<file path="src/verilog/pmc_params.svh">
`ifndef PMC_PARAMS_SVH
`define PMC_PARAMS_SVH

// clock
`define CLK_PERIOD_NS 20

// mode pin codes, {high pin, low pin}
`define PINS_NORMAL 2'b01
`define PINS_REDUCED 2'b00
`define PINS_LOWPWR 2'b10
`define PINS_SLEEP 2'b11
`define PIN_STABLE_CYCLES 4'h4

// power-up sequence
`define PUP_TIME_NS 2000
`define PUP_CYCLES ((`PUP_TIME_NS + `CLK_PERIOD_NS - 1) / `CLK_PERIOD_NS)

// low-power measurement period, unit of 0.02 s
`define PERIOD_UNIT_NS 20000000
`define PERIOD_LAST_OFFSET 6'h09
`define TAMPER_OFFSET 6'h01

// register map
`define ADDR_STAT_ONE 16'he503
`define ADDR_MASK1 16'he50b
`define ADDR_CTRL 16'he618
`define ADDR_MODE 16'he700
`define ADDR_THRESH 16'hec00
`define ADDR_CFG2 16'hec01
`define ADDR_MEAN_ABS_A 16'h43bc
`define ADDR_MEAN_ABS_B 16'h43bd
`define ADDR_MEAN_ABS_C 16'h43be
`define ADDR_RMS_HI 13'h0878
`define RMS_COUNT 3'h6

// fields
`define BIT_PUP_DONE 15
`define BIT_RMS_EVT 0
`define BIT_LINE0_DIS 2
`define BIT_CAPTURE_EN 0
`define THR_CODE_MSB 2
`define THR_CODE_LSB 0
`define PERIOD_MSB 7
`define PERIOD_LSB 3

// reset values
`define CTRL_RST 32'h00000001
`define MASK_RST 32'h00000000
`define THRESH_RST 8'h00
`define CFG2_RST 8'h00

// threshold codes and peak levels
`define THR_CODE_71MV 3'h0
`define THR_CODE_1MV 3'h3
`define THR_CODE_0P47MV 3'h7
`define THR_LVL_71MV 20'h1e000
`define THR_LVL_1MV 20'h00600
`define THR_LVL_0P47MV 20'h002d0

// datapath widths
`define SAMPLE_W 20
`define ACC_W 24
`define MEAN_ABS_LOG2 4
`define MEAN_ABS_LAST 4'hf
`define CNT_W 6
`define CNT_MAX 6'h3f
`define RMS_W 24

`endif

</file>
<file path="src/verilog/pmc_unused.sv">
`timescale 1ns/1ns
</file>
<file path="src/verilog/pmc_pkg.sv">
package pmc_pkg;

   typedef enum logic [2:0] {
      ST_SLEEP,
      ST_PWRUP,
      ST_NORMAL,
      ST_REDUCED,
      ST_LOWPWR
   } pmc_state_e;

   typedef logic [19:0] pmc_sample_t;

endpackage

</file>
<file path="src/verilog/pmc_phase_if.sv">
`timescale 1ns/1ns
`include "pmc_params.svh"

interface pmc_phase_if;
   logic [`SAMPLE_W-1:0] sample;
   logic [`SAMPLE_W-1:0] pos_sample;
   logic valid;
   logic mean_abs_run;
   logic lp_run;
   logic lp_clear;
   logic [`SAMPLE_W-1:0] threshold;
   logic [`SAMPLE_W-1:0] mean_abs;
   logic [`CNT_W-1:0] count;

   modport ctrl (
      output sample, pos_sample, valid, mean_abs_run, lp_run, lp_clear, threshold,
      input mean_abs, count
   );
   modport chan (
      input sample, pos_sample, valid, mean_abs_run, lp_run, lp_clear, threshold,
      output mean_abs, count
   );
endinterface

</file>
<file path="src/verilog/pmc_phase.sv">
`timescale 1ns/1ns
`include "pmc_params.svh"

module pmc_phase
   import pmc_pkg::*;
(
   input wire logic clk_in,
   input wire logic rst_in,
   pmc_phase_if.chan ph
);

   pmc_sample_t abs_val;
   logic [`ACC_W-1:0] acc_reg;
   logic [`ACC_W-1:0] acc_next;
   logic [3:0] n_reg;
   pmc_sample_t mean_abs_reg;
   logic above_reg;
   logic [`CNT_W-1:0] count_reg;
   logic above;

   // most negative code saturates instead of wrapping
   always_comb begin
      if (!ph.sample[`SAMPLE_W-1]) begin
         abs_val = ph.sample;
      end else if (ph.sample[`SAMPLE_W-2:0] == '0) begin
         abs_val = '1;
      end else begin
         abs_val = pmc_sample_t'(-ph.sample);
      end
   end

   assign acc_next = acc_reg + {{(`ACC_W-`SAMPLE_W){1'b0}}, abs_val};
   assign above = ph.pos_sample > ph.threshold;

   ////////////////////////////////////////////////////////////////////////
   always_ff @(posedge clk_in) begin
      if (rst_in || !ph.mean_abs_run) begin
         acc_reg <= '0;
         n_reg <= 4'h0;
      end else if (ph.valid) begin
         if (n_reg == `MEAN_ABS_LAST) begin
            acc_reg <= '0;
            n_reg <= 4'h0;
         end else begin
            acc_reg <= acc_next;
            n_reg <= n_reg + 4'h1;
         end
      end
   end

   // result survives mode changes, only a device reset clears it
   always_ff @(posedge clk_in) begin
      if (rst_in) begin
         mean_abs_reg <= '0;
      end else if (ph.mean_abs_run && ph.valid && n_reg == `MEAN_ABS_LAST) begin
         mean_abs_reg <= acc_next[`ACC_W-1:`MEAN_ABS_LOG2];
      end
   end

   ////////////////////////////////////////////////////////////////////////
   always_ff @(posedge clk_in) begin
      if (rst_in || ph.lp_clear) begin
         above_reg <= 1'b0;
         count_reg <= '0;
      end else if (ph.lp_run && ph.valid) begin
         above_reg <= above;
         if (above && !above_reg && count_reg != `CNT_MAX) begin
            count_reg <= count_reg + `TAMPER_OFFSET;
         end
      end
   end

   assign ph.mean_abs = mean_abs_reg;
   assign ph.count = count_reg;

endmodule

</file>
<file path="src/verilog/pmc_top.sv">
// The implementer's own choices: the register offsets and the address-and-strobe port.
`timescale 1ns/1ns
`include "pmc_params.svh"

//
// Contract
// - pins decode normal 01, reduced 00, low-power 10, sleep 11.
// - undriven mode pins read high, so the device starts asleep.
// - entering normal restores control defaults, except threshold and second config.
// - power-up done pulls line one low and sets status bit 15.
// - done flag reads 0 during power-up, 1 once normal is entered.
// - writing one to status bit 15 clears it and releases line one.
// - done interrupt ignores mask bit 15.
// - reduced mode computes mean absolute value per phase into 20-bit registers.
// - reduced mode allows reads and silently drops every write.
// - mean-absolute results stay readable after returning to normal.
// - reduced from normal starts computation at once, results always readable.
// - reduced from low-power or sleep pulls line one low.
// - low-power compares phase currents against threshold; crossing declares tamper.
// - all phases below threshold for whole period reports plain outage.
// - host port is dead in low-power mode.
// - low-power has interrupt and line-one-only sub-modes, interrupt by default.
// - threshold uses peak of positive terminal, not differential value.
// - rms results kept only in normal, apart from mean-absolute values.
// - counter at least period plus one at period end pulls line one.
// - all counters below period plus one at period end pulls line zero.
// - interrupt sub-mode period is 0.02 s times field plus ten.
// - second config bit 2 disables line zero, line-one-only sub-mode.
module pmc_top
   import pmc_pkg::*;
#(
   parameter bit FULL_FEATURED = 1'b1,
   parameter int unsigned UNIT_CYCLES = `PERIOD_UNIT_NS / `CLK_PERIOD_NS
) (
   input wire logic SYS_CLK_IN,
   input wire logic RESET_IN,
   input wire logic MODE_SELECT_LOW_PIN_IN,
   input wire logic MODE_SELECT_HIGH_PIN_IN,
   input wire logic [15:0] ADDR_IN,
   input wire logic [31:0] WDATA_IN,
   input wire logic WR_IN,
   input wire logic RD_IN,
   output logic [31:0] RDATA_OUT,
   input wire logic [3*`SAMPLE_W-1:0] CURRENT_SAMPLE_IN,
   input wire logic [3*`SAMPLE_W-1:0] POSITIVE_INPUT_IN,
   input wire logic SAMPLE_VALID_IN,
   input wire logic RMS_VALID_IN,
   input wire logic [2:0] RMS_SEL_IN,
   input wire logic [`RMS_W-1:0] RMS_DATA_IN,
   output logic INTERRUPT_LINE_ONE_N_OUT,
   output logic INTERRUPT_LINE_ZERO_N_OUT,
   output logic [1:0] MODE_OUT
);

   localparam logic [7:0] PUP_LAST = 8'(`PUP_CYCLES - 1);
   localparam logic [19:0] UNIT_LAST = 20'(UNIT_CYCLES - 1);

   logic [1:0] pin_s1_reg;
   logic [1:0] pin_s2_reg;
   logic [1:0] cand_reg;
   logic [3:0] stab_cnt_reg;
   logic [1:0] pins_reg;
   pmc_state_e state_reg;
   pmc_state_e state_next;
   pmc_state_e want;
   logic [7:0] pup_cnt_reg;
   logic enter_normal;
   logic start_pwrup;
   logic enter_reduced_low;
   logic wr_ok;
   logic rd_ok;
   logic rms_cap;
   logic power_up_done_flag_reg;
   logic rms_evt_reg;
   logic [31:0] mask_reg;
   logic [31:0] ctrl_reg;
   logic [7:0] tamper_threshold_reg;
   logic [7:0] second_config_reg;
   logic [`RMS_W-1:0] rms_reg [0:5];
   logic mean_abs_start_reg;
   logic [19:0] lp_unit_reg;
   logic [5:0] lp_units_reg;
   logic lp_done_reg;
   logic tamper_reg;
   logic no_tamper_reg;
   logic unit_tick;
   logic period_end;
   logic line_zero_disable;
   logic [5:0] period_count_field;
   logic [5:0] need_cnt;
   logic [2:0] hit;
   logic any_hit;
   logic [`SAMPLE_W-1:0] thr_lvl;
   logic [31:0] rd_mux;
   logic [1:0] mode_code;

   ////////////////////////////////////////////////////////////////////////
   // mode pins: first stage feeds only the second
   always_ff @(posedge SYS_CLK_IN) begin
      if (RESET_IN) begin
         pin_s1_reg <= `PINS_SLEEP;
         pin_s2_reg <= `PINS_SLEEP;
      end else begin
         pin_s1_reg <= {MODE_SELECT_HIGH_PIN_IN, MODE_SELECT_LOW_PIN_IN};
         pin_s2_reg <= pin_s1_reg;
      end
   end

   // a glitch on a pin restarts the stability count
   always_ff @(posedge SYS_CLK_IN) begin
      if (RESET_IN) begin
         cand_reg <= `PINS_SLEEP;
         stab_cnt_reg <= 4'h0;
         pins_reg <= `PINS_SLEEP;
      end else if (pin_s2_reg != cand_reg) begin
         cand_reg <= pin_s2_reg;
         stab_cnt_reg <= 4'h0;
      end else if (stab_cnt_reg != `PIN_STABLE_CYCLES) begin
         stab_cnt_reg <= stab_cnt_reg + 4'h1;
      end else begin
         pins_reg <= cand_reg;
      end
   end

   ////////////////////////////////////////////////////////////////////////
   // lean variants fold the two battery modes into sleep
   always_comb begin
      case (pins_reg)
         `PINS_NORMAL: begin
            want = ST_NORMAL;
         end
         `PINS_REDUCED: begin
            want = FULL_FEATURED ? ST_REDUCED : ST_SLEEP;
         end
         `PINS_LOWPWR: begin
            want = FULL_FEATURED ? ST_LOWPWR : ST_SLEEP;
         end
         default: begin
            want = ST_SLEEP;
         end
      endcase
   end

   always_comb begin
      state_next = state_reg;
      case (state_reg)
         ST_NORMAL: begin
            state_next = want;
         end
         ST_PWRUP: begin
            if (want != ST_NORMAL) begin
               state_next = want;
            end else if (pup_cnt_reg == PUP_LAST) begin
               state_next = ST_NORMAL;
            end
         end
         default: begin
            state_next = (want == ST_NORMAL) ? ST_PWRUP : want;
         end
      endcase
   end

   always_ff @(posedge SYS_CLK_IN) begin
      if (RESET_IN) begin
         state_reg <= ST_SLEEP;
      end else begin
         state_reg <= state_next;
      end
   end

   always_ff @(posedge SYS_CLK_IN) begin
      if (RESET_IN || state_reg != ST_PWRUP) begin
         pup_cnt_reg <= 8'h00;
      end else begin
         pup_cnt_reg <= pup_cnt_reg + 8'h01;
      end
   end

   assign enter_normal = state_reg == ST_PWRUP && state_next == ST_NORMAL;
   assign start_pwrup = state_next == ST_PWRUP && state_reg != ST_PWRUP;
   assign enter_reduced_low = state_next == ST_REDUCED && state_reg != ST_REDUCED &&
                              state_reg != ST_NORMAL;

   ////////////////////////////////////////////////////////////////////////
   // host port gating
   assign wr_ok = WR_IN && state_reg == ST_NORMAL;
   assign rd_ok = state_reg == ST_NORMAL || state_reg == ST_REDUCED;
   assign rms_cap = RMS_VALID_IN && state_reg == ST_NORMAL &&
                    ctrl_reg[`BIT_CAPTURE_EN] && RMS_SEL_IN < `RMS_COUNT;

   // set wins over a clear in the same cycle
   always_ff @(posedge SYS_CLK_IN) begin
      if (RESET_IN) begin
         power_up_done_flag_reg <= 1'b0;
      end else if (enter_normal) begin
         power_up_done_flag_reg <= 1'b1;
      end else if (start_pwrup) begin
         power_up_done_flag_reg <= 1'b0;
      end else if (wr_ok && ADDR_IN == `ADDR_STAT_ONE && WDATA_IN[`BIT_PUP_DONE]) begin
         power_up_done_flag_reg <= 1'b0;
      end
   end

   always_ff @(posedge SYS_CLK_IN) begin
      if (RESET_IN || enter_normal) begin
         rms_evt_reg <= 1'b0;
      end else if (rms_cap) begin
         rms_evt_reg <= 1'b1;
      end else if (wr_ok && ADDR_IN == `ADDR_STAT_ONE && WDATA_IN[`BIT_RMS_EVT]) begin
         rms_evt_reg <= 1'b0;
      end
   end

   always_ff @(posedge SYS_CLK_IN) begin
      if (RESET_IN || enter_normal) begin
         mask_reg <= `MASK_RST;
         ctrl_reg <= `CTRL_RST;
      end else if (wr_ok) begin
         if (ADDR_IN == `ADDR_MASK1) begin
            mask_reg <= WDATA_IN;
         end
         if (ADDR_IN == `ADDR_CTRL) begin
            ctrl_reg <= WDATA_IN;
         end
      end
   end

   // these two survive the return to normal
   always_ff @(posedge SYS_CLK_IN) begin
      if (RESET_IN) begin
         tamper_threshold_reg <= `THRESH_RST;
         second_config_reg <= `CFG2_RST;
      end else if (wr_ok) begin
         if (ADDR_IN == `ADDR_THRESH) begin
            tamper_threshold_reg <= WDATA_IN[7:0];
         end
         if (ADDR_IN == `ADDR_CFG2) begin
            second_config_reg <= WDATA_IN[7:0];
         end
      end
   end

   always_ff @(posedge SYS_CLK_IN) begin
      if (RESET_IN) begin
         for (int i = 0; i < 6; i++) begin
            rms_reg[i] <= '0;
         end
      end else if (rms_cap) begin
         rms_reg[RMS_SEL_IN] <= RMS_DATA_IN;
      end
   end

   always_ff @(posedge SYS_CLK_IN) begin
      if (RESET_IN) begin
         mean_abs_start_reg <= 1'b0;
      end else if (enter_reduced_low) begin
         mean_abs_start_reg <= 1'b1;
      end else if (state_reg != ST_REDUCED) begin
         mean_abs_start_reg <= 1'b0;
      end
   end

   ////////////////////////////////////////////////////////////////////////
   // low-power tamper monitor
   assign line_zero_disable = second_config_reg[`BIT_LINE0_DIS];
   assign period_count_field = {1'b0, tamper_threshold_reg[`PERIOD_MSB:`PERIOD_LSB]};
   assign need_cnt = period_count_field + `TAMPER_OFFSET;
   assign unit_tick = lp_unit_reg == UNIT_LAST;
   assign period_end = unit_tick &&
                       lp_units_reg == period_count_field + `PERIOD_LAST_OFFSET;
   assign any_hit = |hit;

   always_comb begin
      case (tamper_threshold_reg[`THR_CODE_MSB:`THR_CODE_LSB])
         `THR_CODE_1MV: begin
            thr_lvl = `THR_LVL_1MV;
         end
         `THR_CODE_0P47MV: begin
            thr_lvl = `THR_LVL_0P47MV;
         end
         default: begin
            thr_lvl = `THR_LVL_71MV;
         end
      endcase
   end

   always_ff @(posedge SYS_CLK_IN) begin
      if (RESET_IN || state_reg != ST_LOWPWR) begin
         lp_unit_reg <= 20'h00000;
         lp_units_reg <= 6'h00;
      end else if (unit_tick) begin
         lp_unit_reg <= 20'h00000;
         lp_units_reg <= lp_units_reg + 6'h01;
      end else begin
         lp_unit_reg <= lp_unit_reg + 20'h00001;
      end
   end

   // line-one-only keeps counting for the whole stay in low power
   always_ff @(posedge SYS_CLK_IN) begin
      if (RESET_IN || state_reg != ST_LOWPWR) begin
         lp_done_reg <= 1'b0;
         tamper_reg <= 1'b0;
         no_tamper_reg <= 1'b0;
      end else if (line_zero_disable) begin
         tamper_reg <= tamper_reg | any_hit;
      end else if (period_end && !lp_done_reg) begin
         lp_done_reg <= 1'b1;
         tamper_reg <= any_hit;
         no_tamper_reg <= !any_hit;
      end
   end

   ////////////////////////////////////////////////////////////////////////
   // three phase channels
   pmc_phase_if ph_if[3] ();

   for (genvar g = 0; g < 3; g++) begin : g_phase
      assign ph_if[g].sample = CURRENT_SAMPLE_IN[g*`SAMPLE_W +: `SAMPLE_W];
      assign ph_if[g].pos_sample = POSITIVE_INPUT_IN[g*`SAMPLE_W +: `SAMPLE_W];
      assign ph_if[g].valid = SAMPLE_VALID_IN;
      assign ph_if[g].mean_abs_run = state_reg == ST_REDUCED;
      assign ph_if[g].lp_clear = state_reg != ST_LOWPWR;
      assign ph_if[g].lp_run = state_reg == ST_LOWPWR && (line_zero_disable || !lp_done_reg);
      assign ph_if[g].threshold = thr_lvl;
      assign hit[g] = ph_if[g].count >= need_cnt;

      pmc_phase u_phase (
         .clk_in(SYS_CLK_IN),
         .rst_in(RESET_IN),
         .ph(ph_if[g])
      );
   end

   ////////////////////////////////////////////////////////////////////////
   // read path; unmapped addresses read zero
   always_comb begin
      rd_mux = 32'h00000000;
      case (ADDR_IN)
         `ADDR_STAT_ONE: begin
            rd_mux[`BIT_PUP_DONE] = power_up_done_flag_reg;
            rd_mux[`BIT_RMS_EVT] = rms_evt_reg;
         end
         `ADDR_MASK1: begin
            rd_mux = mask_reg;
         end
         `ADDR_CTRL: begin
            rd_mux = ctrl_reg;
         end
         `ADDR_MODE: begin
            rd_mux[1:0] = mode_code;
         end
         `ADDR_THRESH: begin
            rd_mux[7:0] = tamper_threshold_reg;
         end
         `ADDR_CFG2: begin
            rd_mux[7:0] = second_config_reg;
         end
         `ADDR_MEAN_ABS_A: begin
            rd_mux[`SAMPLE_W-1:0] = ph_if[0].mean_abs;
         end
         `ADDR_MEAN_ABS_B: begin
            rd_mux[`SAMPLE_W-1:0] = ph_if[1].mean_abs;
         end
         `ADDR_MEAN_ABS_C: begin
            rd_mux[`SAMPLE_W-1:0] = ph_if[2].mean_abs;
         end
         default: begin
            if (ADDR_IN[15:3] == `ADDR_RMS_HI && ADDR_IN[2:0] < `RMS_COUNT) begin
               rd_mux[`RMS_W-1:0] = rms_reg[ADDR_IN[2:0]];
            end
         end
      endcase
   end

   // data stand for exactly one cycle after the strobe
   always_ff @(posedge SYS_CLK_IN) begin
      if (RESET_IN) begin
         RDATA_OUT <= 32'h00000000;
      end else if (RD_IN && rd_ok) begin
         RDATA_OUT <= rd_mux;
      end else begin
         RDATA_OUT <= 32'h00000000;
      end
   end

   ////////////////////////////////////////////////////////////////////////
   // power-up sequence reports as sleep
   always_comb begin
      case (state_reg)
         ST_NORMAL: begin
            mode_code = `PINS_NORMAL;
         end
         ST_REDUCED: begin
            mode_code = `PINS_REDUCED;
         end
         ST_LOWPWR: begin
            mode_code = `PINS_LOWPWR;
         end
         default: begin
            mode_code = `PINS_SLEEP;
         end
      endcase
   end

   // mask bit 15 is never consulted
   always_ff @(posedge SYS_CLK_IN) begin
      if (RESET_IN) begin
         INTERRUPT_LINE_ONE_N_OUT <= 1'b1;
         INTERRUPT_LINE_ZERO_N_OUT <= 1'b1;
         MODE_OUT <= `PINS_SLEEP;
      end else begin
         INTERRUPT_LINE_ONE_N_OUT <= !(power_up_done_flag_reg ||
                                       mean_abs_start_reg || tamper_reg ||
                                       (rms_evt_reg && mask_reg[`BIT_RMS_EVT]));
         INTERRUPT_LINE_ZERO_N_OUT <= !(no_tamper_reg && !line_zero_disable);
         MODE_OUT <= mode_code;
      end
   end

endmodule

</file>
<file path="config.mk">
export PLATFORM = sky130hd
export DESIGN_NAME = pmc_top
export DESIGN_NICKNAME = d
export VERILOG_FILES = /design/src/verilog/pmc_unused.sv /design/src/verilog/pmc_pkg.sv /design/src/verilog/pmc_phase_if.sv /design/src/verilog/pmc_phase.sv /design/src/verilog/pmc_top.sv
export VERILOG_INCLUDE_DIRS = /design/src /design/src/verilog
export SDC_FILE = /design/constraint.sdc
export NUM_CORES = 1
export LEC_CHECK = 0
export BUFFER_PORTS_ARGS = -buffer_cell sky130_fd_sc_hd__buf_2
export CAP_MARGIN = 20
export CORE_ASPECT_RATIO = 1.25
export CORE_MARGIN = 1
export CORE_UTILIZATION = 30
export DETAILED_ROUTE_END_ITERATION = 12
export GPL_TIMING_DRIVEN = 0
export PLACE_DENSITY = 0.52
export SYNTH_ARGS = -nofsm -noshare
export SYNTH_HDL_FRONTEND = slang
export SYNTH_SLANG_ARGS = --single-unit
</file>
<file path="constraint.sdc">
create_clock -name SYS_CLK_IN -period 5.1 [get_ports SYS_CLK_IN]
set_input_delay 1.53 -clock SYS_CLK_IN [delete_from_list [all_inputs] [get_ports SYS_CLK_IN]]
set_output_delay 1.53 -clock SYS_CLK_IN [all_outputs]
set_load 0.05 [all_outputs]
</file>
# Word-level counts from Yosys, hierarchy flattened
# Memories as Yosys holds them, arrays and structs flattened.
# Index checks and enable logic that the tools add are counted.
[classes] reduce_logical=73 mux=45 n_lt_le_gt_ge=8 addsub=18 eq_ne=38 n_bitwise=5
[op_table] op="$mux 20" count=6
[op_table] op="$mux 24" count=5
[op_table] op="$eq 16x16->1 const B" count=6
[op_table] op="$add 24x20->24" count=3
[op_table] op="$gt 20x17->1" count=3
[op_table] op="$neg 20->20" count=3
[op_table] op="$logic_not 19->1" count=3
[op_table] op="$eq 16x15->1 const B" count=3
[op_table] op="$pmux 6 s8" count=1
[op_table] op="$pmux 7 s6" count=1
[op_table] op="$pmux 17 s2" count=1
[op_table] op="$logic_and 1x1->1" count=29
[op_table] op="$add 6x1->6 const B" count=4
[op_table] op="$pmux 4 s6" count=1
[op_table] op="$reduce_or 24->1" count=1
[op_table] op="$add 20x1->20 const B" count=1
[op_table] op="$eq 20x20->1 const B" count=1
[op_table] op="$eq 3x2->1 const B" count=6
[op_table] op="$ge 6x6->1" count=3
[op_table] op="$ne 6x6->1 const B" count=3
[op_table] op="$pmux 1 s9" count=2
[op_table] op="$reduce_and 2->1" count=9
[op_table] op="$add 4x1->4 const B" count=4
[op_table] op="$pmux 8 s2" count=1
[op_table] op="36 further kinds" count=87
[totals] ramBits=144 register_bits=336 memories=1 in_bits=203 out_inout_bits=36
[memory_table] name="rms_reg" depth=6 width=24 read_ports=1 rd_ports_with_merged_regs=0 wr=6 line="pmc_top.sv:79" text="logic [`RMS_W-1:0] rms_reg [0:5];"

# Logic depth before layout (Yosys ltp)
[depth] depth_word=9 mapped_depth=17

# Modules after synthesis
# From an unflattened synthesis, not the netlist that was laid out.
[unflattened] cells_unflattened=3010 area_unflattened_um2=28254.6
[by_module_without_submodules] module="pmc_top" seq_area_each_um2=9188.8 cells_each=1400 area_per_inst_um2=15680.0 instances=1
[by_module_without_submodules] module="pmc_phase (g_phase[0].u_phase ...)" seq_area_each_um2=1101.1 cells_each=551 area_per_inst_um2=4244.1 instances=2
[by_module_without_submodules] module="pmc_phase (g_phase[1].u_phase)" seq_area_each_um2=1101.1 cells_each=508 area_per_inst_um2=4086.4 instances=1

# Worst setup path after synthesis
# No wires, ideal clock.
[synth_path] path_kind="input to register" from="in CURRENT_SAMPLE_IN[28]" to="reg g_phase[1].u_phase.mean_abs_reg[12]" slack_ns=0.085 arrival_ns=4.955 stages=15 path_buffers=0 setup_ns=0.060 path_cell_list="or3_1 -> or3_1 -> nor3_1 -> nand3_1 -> nand2_1 -> ha_1 -> inv_1 -> fa_1 -> nand2b_1 -> a21oi_1 -> o21ai_0 -> a211oi_1 -> o21ai_0 -> a2111oi_0 -> a311o_1"
[synth_between] elab_chain_len=4 word_cells_on_any_way=5 classes_between="add/sub: 2; mux: 2; reduce/logical: 1"
[synth_lines] element="start: declaration" line="pmc_top.sv:44" text="input wire logic [3*`SAMPLE_W-1:0] CURRENT_SAMPLE_IN,"
[synth_lines] element="$neg 20->20 or $logic_not 19->1 (tied branches)" line="pmc_phase.sv:28, pmc_phase.sv:25"
[synth_lines] element="$mux 20" line="pmc_phase.sv:25" text="end else if (ph.sample[`SAMPLE_W-2:0] == '0) begin"
[synth_lines] element="$mux 20 (*)" line="pmc_phase.sv:23" text="if (!ph.sample[`SAMPLE_W-1]) begin"
[synth_lines] element="$add 24x20->24 (*)" line="pmc_phase.sv:32" text="assign acc_next = acc_reg + {{(`ACC_W-`SAMPLE_W){1'b0}}, abs_val};"
[synth_lines] element="end signal: assignment" line="pmc_phase.sv:56" text="mean_abs_reg <= acc_next[`ACC_W-1:`MEAN_ABS_LOG2];"
[synth_lines] element="end: declaration" line="pmc_phase.sv:16" text="pmc_sample_t mean_abs_reg;"
# Mark *: on every way between the ends. The rest lies on a longest branch, timed or not.
# A chain may end at the register's enable or synchronous reset.

# Worst setup path after layout
[layout_path] from="in CURRENT_SAMPLE_IN[40]" to="reg g_phase[2].u_phase.mean_abs_reg[18]"
[layout_between] elab_chain_len=4 word_cells_on_any_way=5 classes_between="add/sub: 2; mux: 2; reduce/logical: 1"
[layout_lines] element="$neg 20->20 or $logic_not 19->1 (tied branches)" line="pmc_phase.sv:28, pmc_phase.sv:25"
[layout_lines] element="$mux 20" line="pmc_phase.sv:25"
[layout_lines] element="$mux 20 (*)" line="pmc_phase.sv:23"
[layout_lines] element="$add 24x20->24 (*)" line="pmc_phase.sv:32"
[layout_lines] element="end signal: assignment" line="pmc_phase.sv:56"
[layout_lines] element="end: declaration" line="pmc_phase.sv:16"
# Marked as above.

==> results.sh <==
export IMPL_outcome="finished clean"
export IMPL_tightestPinTransition_ns=1.10
export IMPL_antenna_found_initial=13
export IMPL_rows=123
export IMPL_pwr_share_comb_pct=7.9
export IMPL_drive_gt1_share_pct=13.9
export IMPL_synth_seq_cells=528
export IMPL_largest_reg_flops=192
export IMPL_path_clk_slew_ns=0.06
export IMPL_synth_most_common_cell="nand2_1"
export IMPL_multi_input_area_mm2=0.0144
export IMPL_synth_top_cell_by_area="dfxtp_1"
export IMPL_met1_length_um=36000
export IMPL_first_global_vias=22805
export IMPL_first_iter_violations=1580
export IMPL_routedWlPerCell_um=19.6
export IMPL_regArea_mm2=0.0125
export IMPL_htreeDepth=2
export IMPL_routed_top_layer="met5"
export IMPL_core_area_mm2=0.0903
export IMPL_max_stage_delay_ns=0.42
export IMPL_synthTopCellsByArea="dfxtp_1, edfxtp_1, nand2_1"
export IMPL_clkSinkCount=528
export IMPL_drv_cap=0
export IMPL_hp_class="reg2reg"
export IMPL_cts_hold_buffers_added=0
export IMPL_leakagePower_nw=12.5
export IMPL_synth_edf_count=192
export IMPL_die_width_um=273
export IMPL_yosysUniqueCellTypes=86
export IMPL_ir_worst_vdd_v=0.000248
export IMPL_drt_total_wl_um=88800
export IMPL_ys_top_cells_by_count="nand2_1, nor2_1, dfxtp_1"
export IMPL_dp_hpwl_um=68100
export IMPL_async_flop_share_pct=0
export IMPL_power_density_mw_per_mm2=288
export IMPL_arrival_ns=5.36
export IMPL_finalClockSkew_ns=0.0556
export IMPL_io_buffers=233
export IMPL_synthMuxAreaShare_pct=5.82
export IMPL_met3_wirelength_um=4360
export IMPL_cpMaxStageDelayCell="a2111oi_4"
export IMPL_clk_latency_ns=0.65
export IMPL_grt_overflow=0
export IMPL_gp_congestion=0.861
export IMPL_cts_buffers=56
export IMPL_cts_tree="yes"
export IMPL_wl_met2_um=44900
export IMPL_areaGrowthSynthToFinish_pct=18.4
export IMPL_die_area_mm2=0.0927
export IMPL_postSynthCellCount=2935
export IMPL_final_max_slew_viol_count=0
export IMPL_swShare_pct=24.3
export IMPL_synth_compound_area_share_pct=17.2
export IMPL_yosysSeqAreaShare_pct=45.5
export IMPL_internal_power_mw=7.09
export IMPL_crit_path_cell_trace="buf_2 -> inv_1 -> ha_1 -> nor3b_2 -> nand3_2 -> nor3_4 -> nand3_2 -> nand2_1 -> ha_1 -> inv_1 -> fa_1 -> nand2b_1 -> a2111oi_4 -> o211ai_1 -> a41oi_1 -> nor2_2 -> or3_1 -> a31oi_1"
export IMPL_finalSetupViolCount=0
export IMPL_critPathRequiredTime_ns=5.63
export IMPL_grt_pass1_wl_um=135000
export IMPL_synth_top_family_by_area="simple AND/OR/NAND/NOR gates"
export IMPL_period_share_pct=94.8
export IMPL_power_frac_clock_pct=44.8
export IMPL_fill_cells=9291
export IMPL_finalHoldViolCount=0
export IMPL_synth_area_per_cell_um2=9.35
export IMPL_p_seq_share_pct=47.3
export IMPL_fin_nets=3614
export IMPL_synth_flop_cell="dfxtp_1"
export IMPL_cp_start_kind="input pin"
export IMPL_path_class="in2reg"
export IMPL_tns_ns=0
export IMPL_cp_max_fo=7
export IMPL_antenna_left=0
export IMPL_via_per_inst=5.14
export IMPL_timing_fmax_mhz=207
export IMPL_slew_headroom_pct=26.9
export IMPL_synthAdderAreaFrac_pct=5.78
export IMPL_track_usage_pct=18.9
export IMPL_min_period_ns=4.83
export IMPL_die_h_um=340
export IMPL_netlist_area_leader_share_pct=24.5
export IMPL_cts_root_buf="clkbuf_16"
export IMPL_clock_tree_buffer_depth=3
export IMPL_cp_end_kind="flip-flop"
export IMPL_via_count=23239
export IMPL_detailed_place_area_mm2=0.0304
export IMPL_final_area_mm2=0.0325
export IMPL_first_pass_iters=6
export IMPL_drc_errors=0
export IMPL_yosys_area_share_simple_pct=18.5
export IMPL_switching_power_mw=2.28
export IMPL_syn_area_mm2=0.0274
export IMPL_grt_max_degree=25
export IMPL_io_pins=239
export IMPL_start_util_pct=30.4
export IMPL_ys_warn_count=0
export IMPL_synth_xor_xnor_area_share_pct=3.93
export IMPL_stdcell_count=4521
export IMPL_place_inst=4409
## final timing paths
kind / end / cells past startpoint / slack, ns / from
min: pin_s2_reg[0]$_SDFF_PP1_ / 1 / 0.41 / pin_s1_reg[0]$_SDFF_PP1_
min reg2reg: pin_s2_reg[0]$_SDFF_PP1_ / 1 / 0.41 / pin_s1_reg[0]$_SDFF_PP1_
max: g_phase[2].u_phase.ph.mean_abs[18]$_SDFFE_PP0P_ / 18 / 0.27 / CURRENT_SAMPLE_IN[40]
max reg2reg: rms_reg[0][4]$_SDFFCE_PN0P_ / 7 / 1.12 / state_reg[1]$_SDFF_PP0_
## routing by layer
layer	global-route usage, %	vias up
met5	0	-
met4	7.30	18
met3	2.89	153
met2	33.8	526
met1	22.5	11166
li1	-	11376
## cell families after synthesis
| family | Yosys count |
|---|---|
| AOI/OAI and AO/OA | 719 |
| muxes | 99 |
| adders and majority gates | 125 |
| xor gates and xnor gates | 123 |
| and+or+nand+nor | 1113 |
| DFF | 528 |
| buffers and inverters | 227 |
| other | 1 |
## power groups by stage
stage	Clock [mW]	Sequential [mW]	Combinational, mW
finish	4.20	4.43	0.741
global route	4.44	4.43	0.811
CTS	4.28	4.43	0.742
detailed placement	0	4.52	0.736
global placement	0	4.52	0.721
floorplan	0	4.52	0.425
## metrics by stage
step                setup WS, ns  hold slack (ns)  utilization, %  power (mW)
CTS                      0.00248            0.410            35.8        9.45
floorplan                 0.0850            0.368               -        4.94
global route             -0.0102            0.445            36.0        9.68
finish                     0.267            0.409            36.0        9.37
detailed placement         -1.01            0.395            33.7        5.26
global placement           -1.53            0.393            33.5        5.25
## layout by cell type, fill, tap and decap left out, drive strengths merged, types with 10 or more instances in the layout
cell type,n
nor3,44
clkbuf,196
and2,18
a211oi,24
or4,16
nand2b,28
a222oi,17
o211ai,19
a21oi,207
o31ai,28
mux4,48
nand4,22
nor2b,10
xor2,86
dfxtp,336
inv,78
nor4,17
a21o,49
buf,276
a22oi,57
xnor2,37
o21ai,137
or2,15
clkinv,21
or3,42
nand3,85
ha,122
o21a,18
edfxtp,192
nand3b,10
conb,48
a221oi,11
nand2,417
a31oi,35
mux2i,50
o211a,17
nor2,339
and3,26
## repair_timing
item | in CTS | in global routing
buffers inserted | 2 | 5
gates resized for setup | 7 | 21
hold endpoints to repair | 0 | 0
endpoints found under the setup margin | 22 | 70
pin swaps | 3 | 4
## area by class of cell
type / count / area share, %
Multi-Input combinational cell: 2227 / 44.2
Sequential cell: 528 / 38.4
Clock buffer: 78 / 4.94
Tap cell: 1187 / 4.57
Timing Repair Buffer: 249 / 4.23
Buffer: 145 / 1.82
Inverter: 79 / 0.912
Clock inverter: 26 / 0.843
Antenna cell: 2 / 0.0154
## critical path: cells and delay by family
kind            cells  cell delay, ns
fa+ha+maj           3            0.81
buf+inv             3            0.24
compound gates      4            1.04
simple gates        8            1.75
No activity file was read; power rests on OpenSTA's default activity.
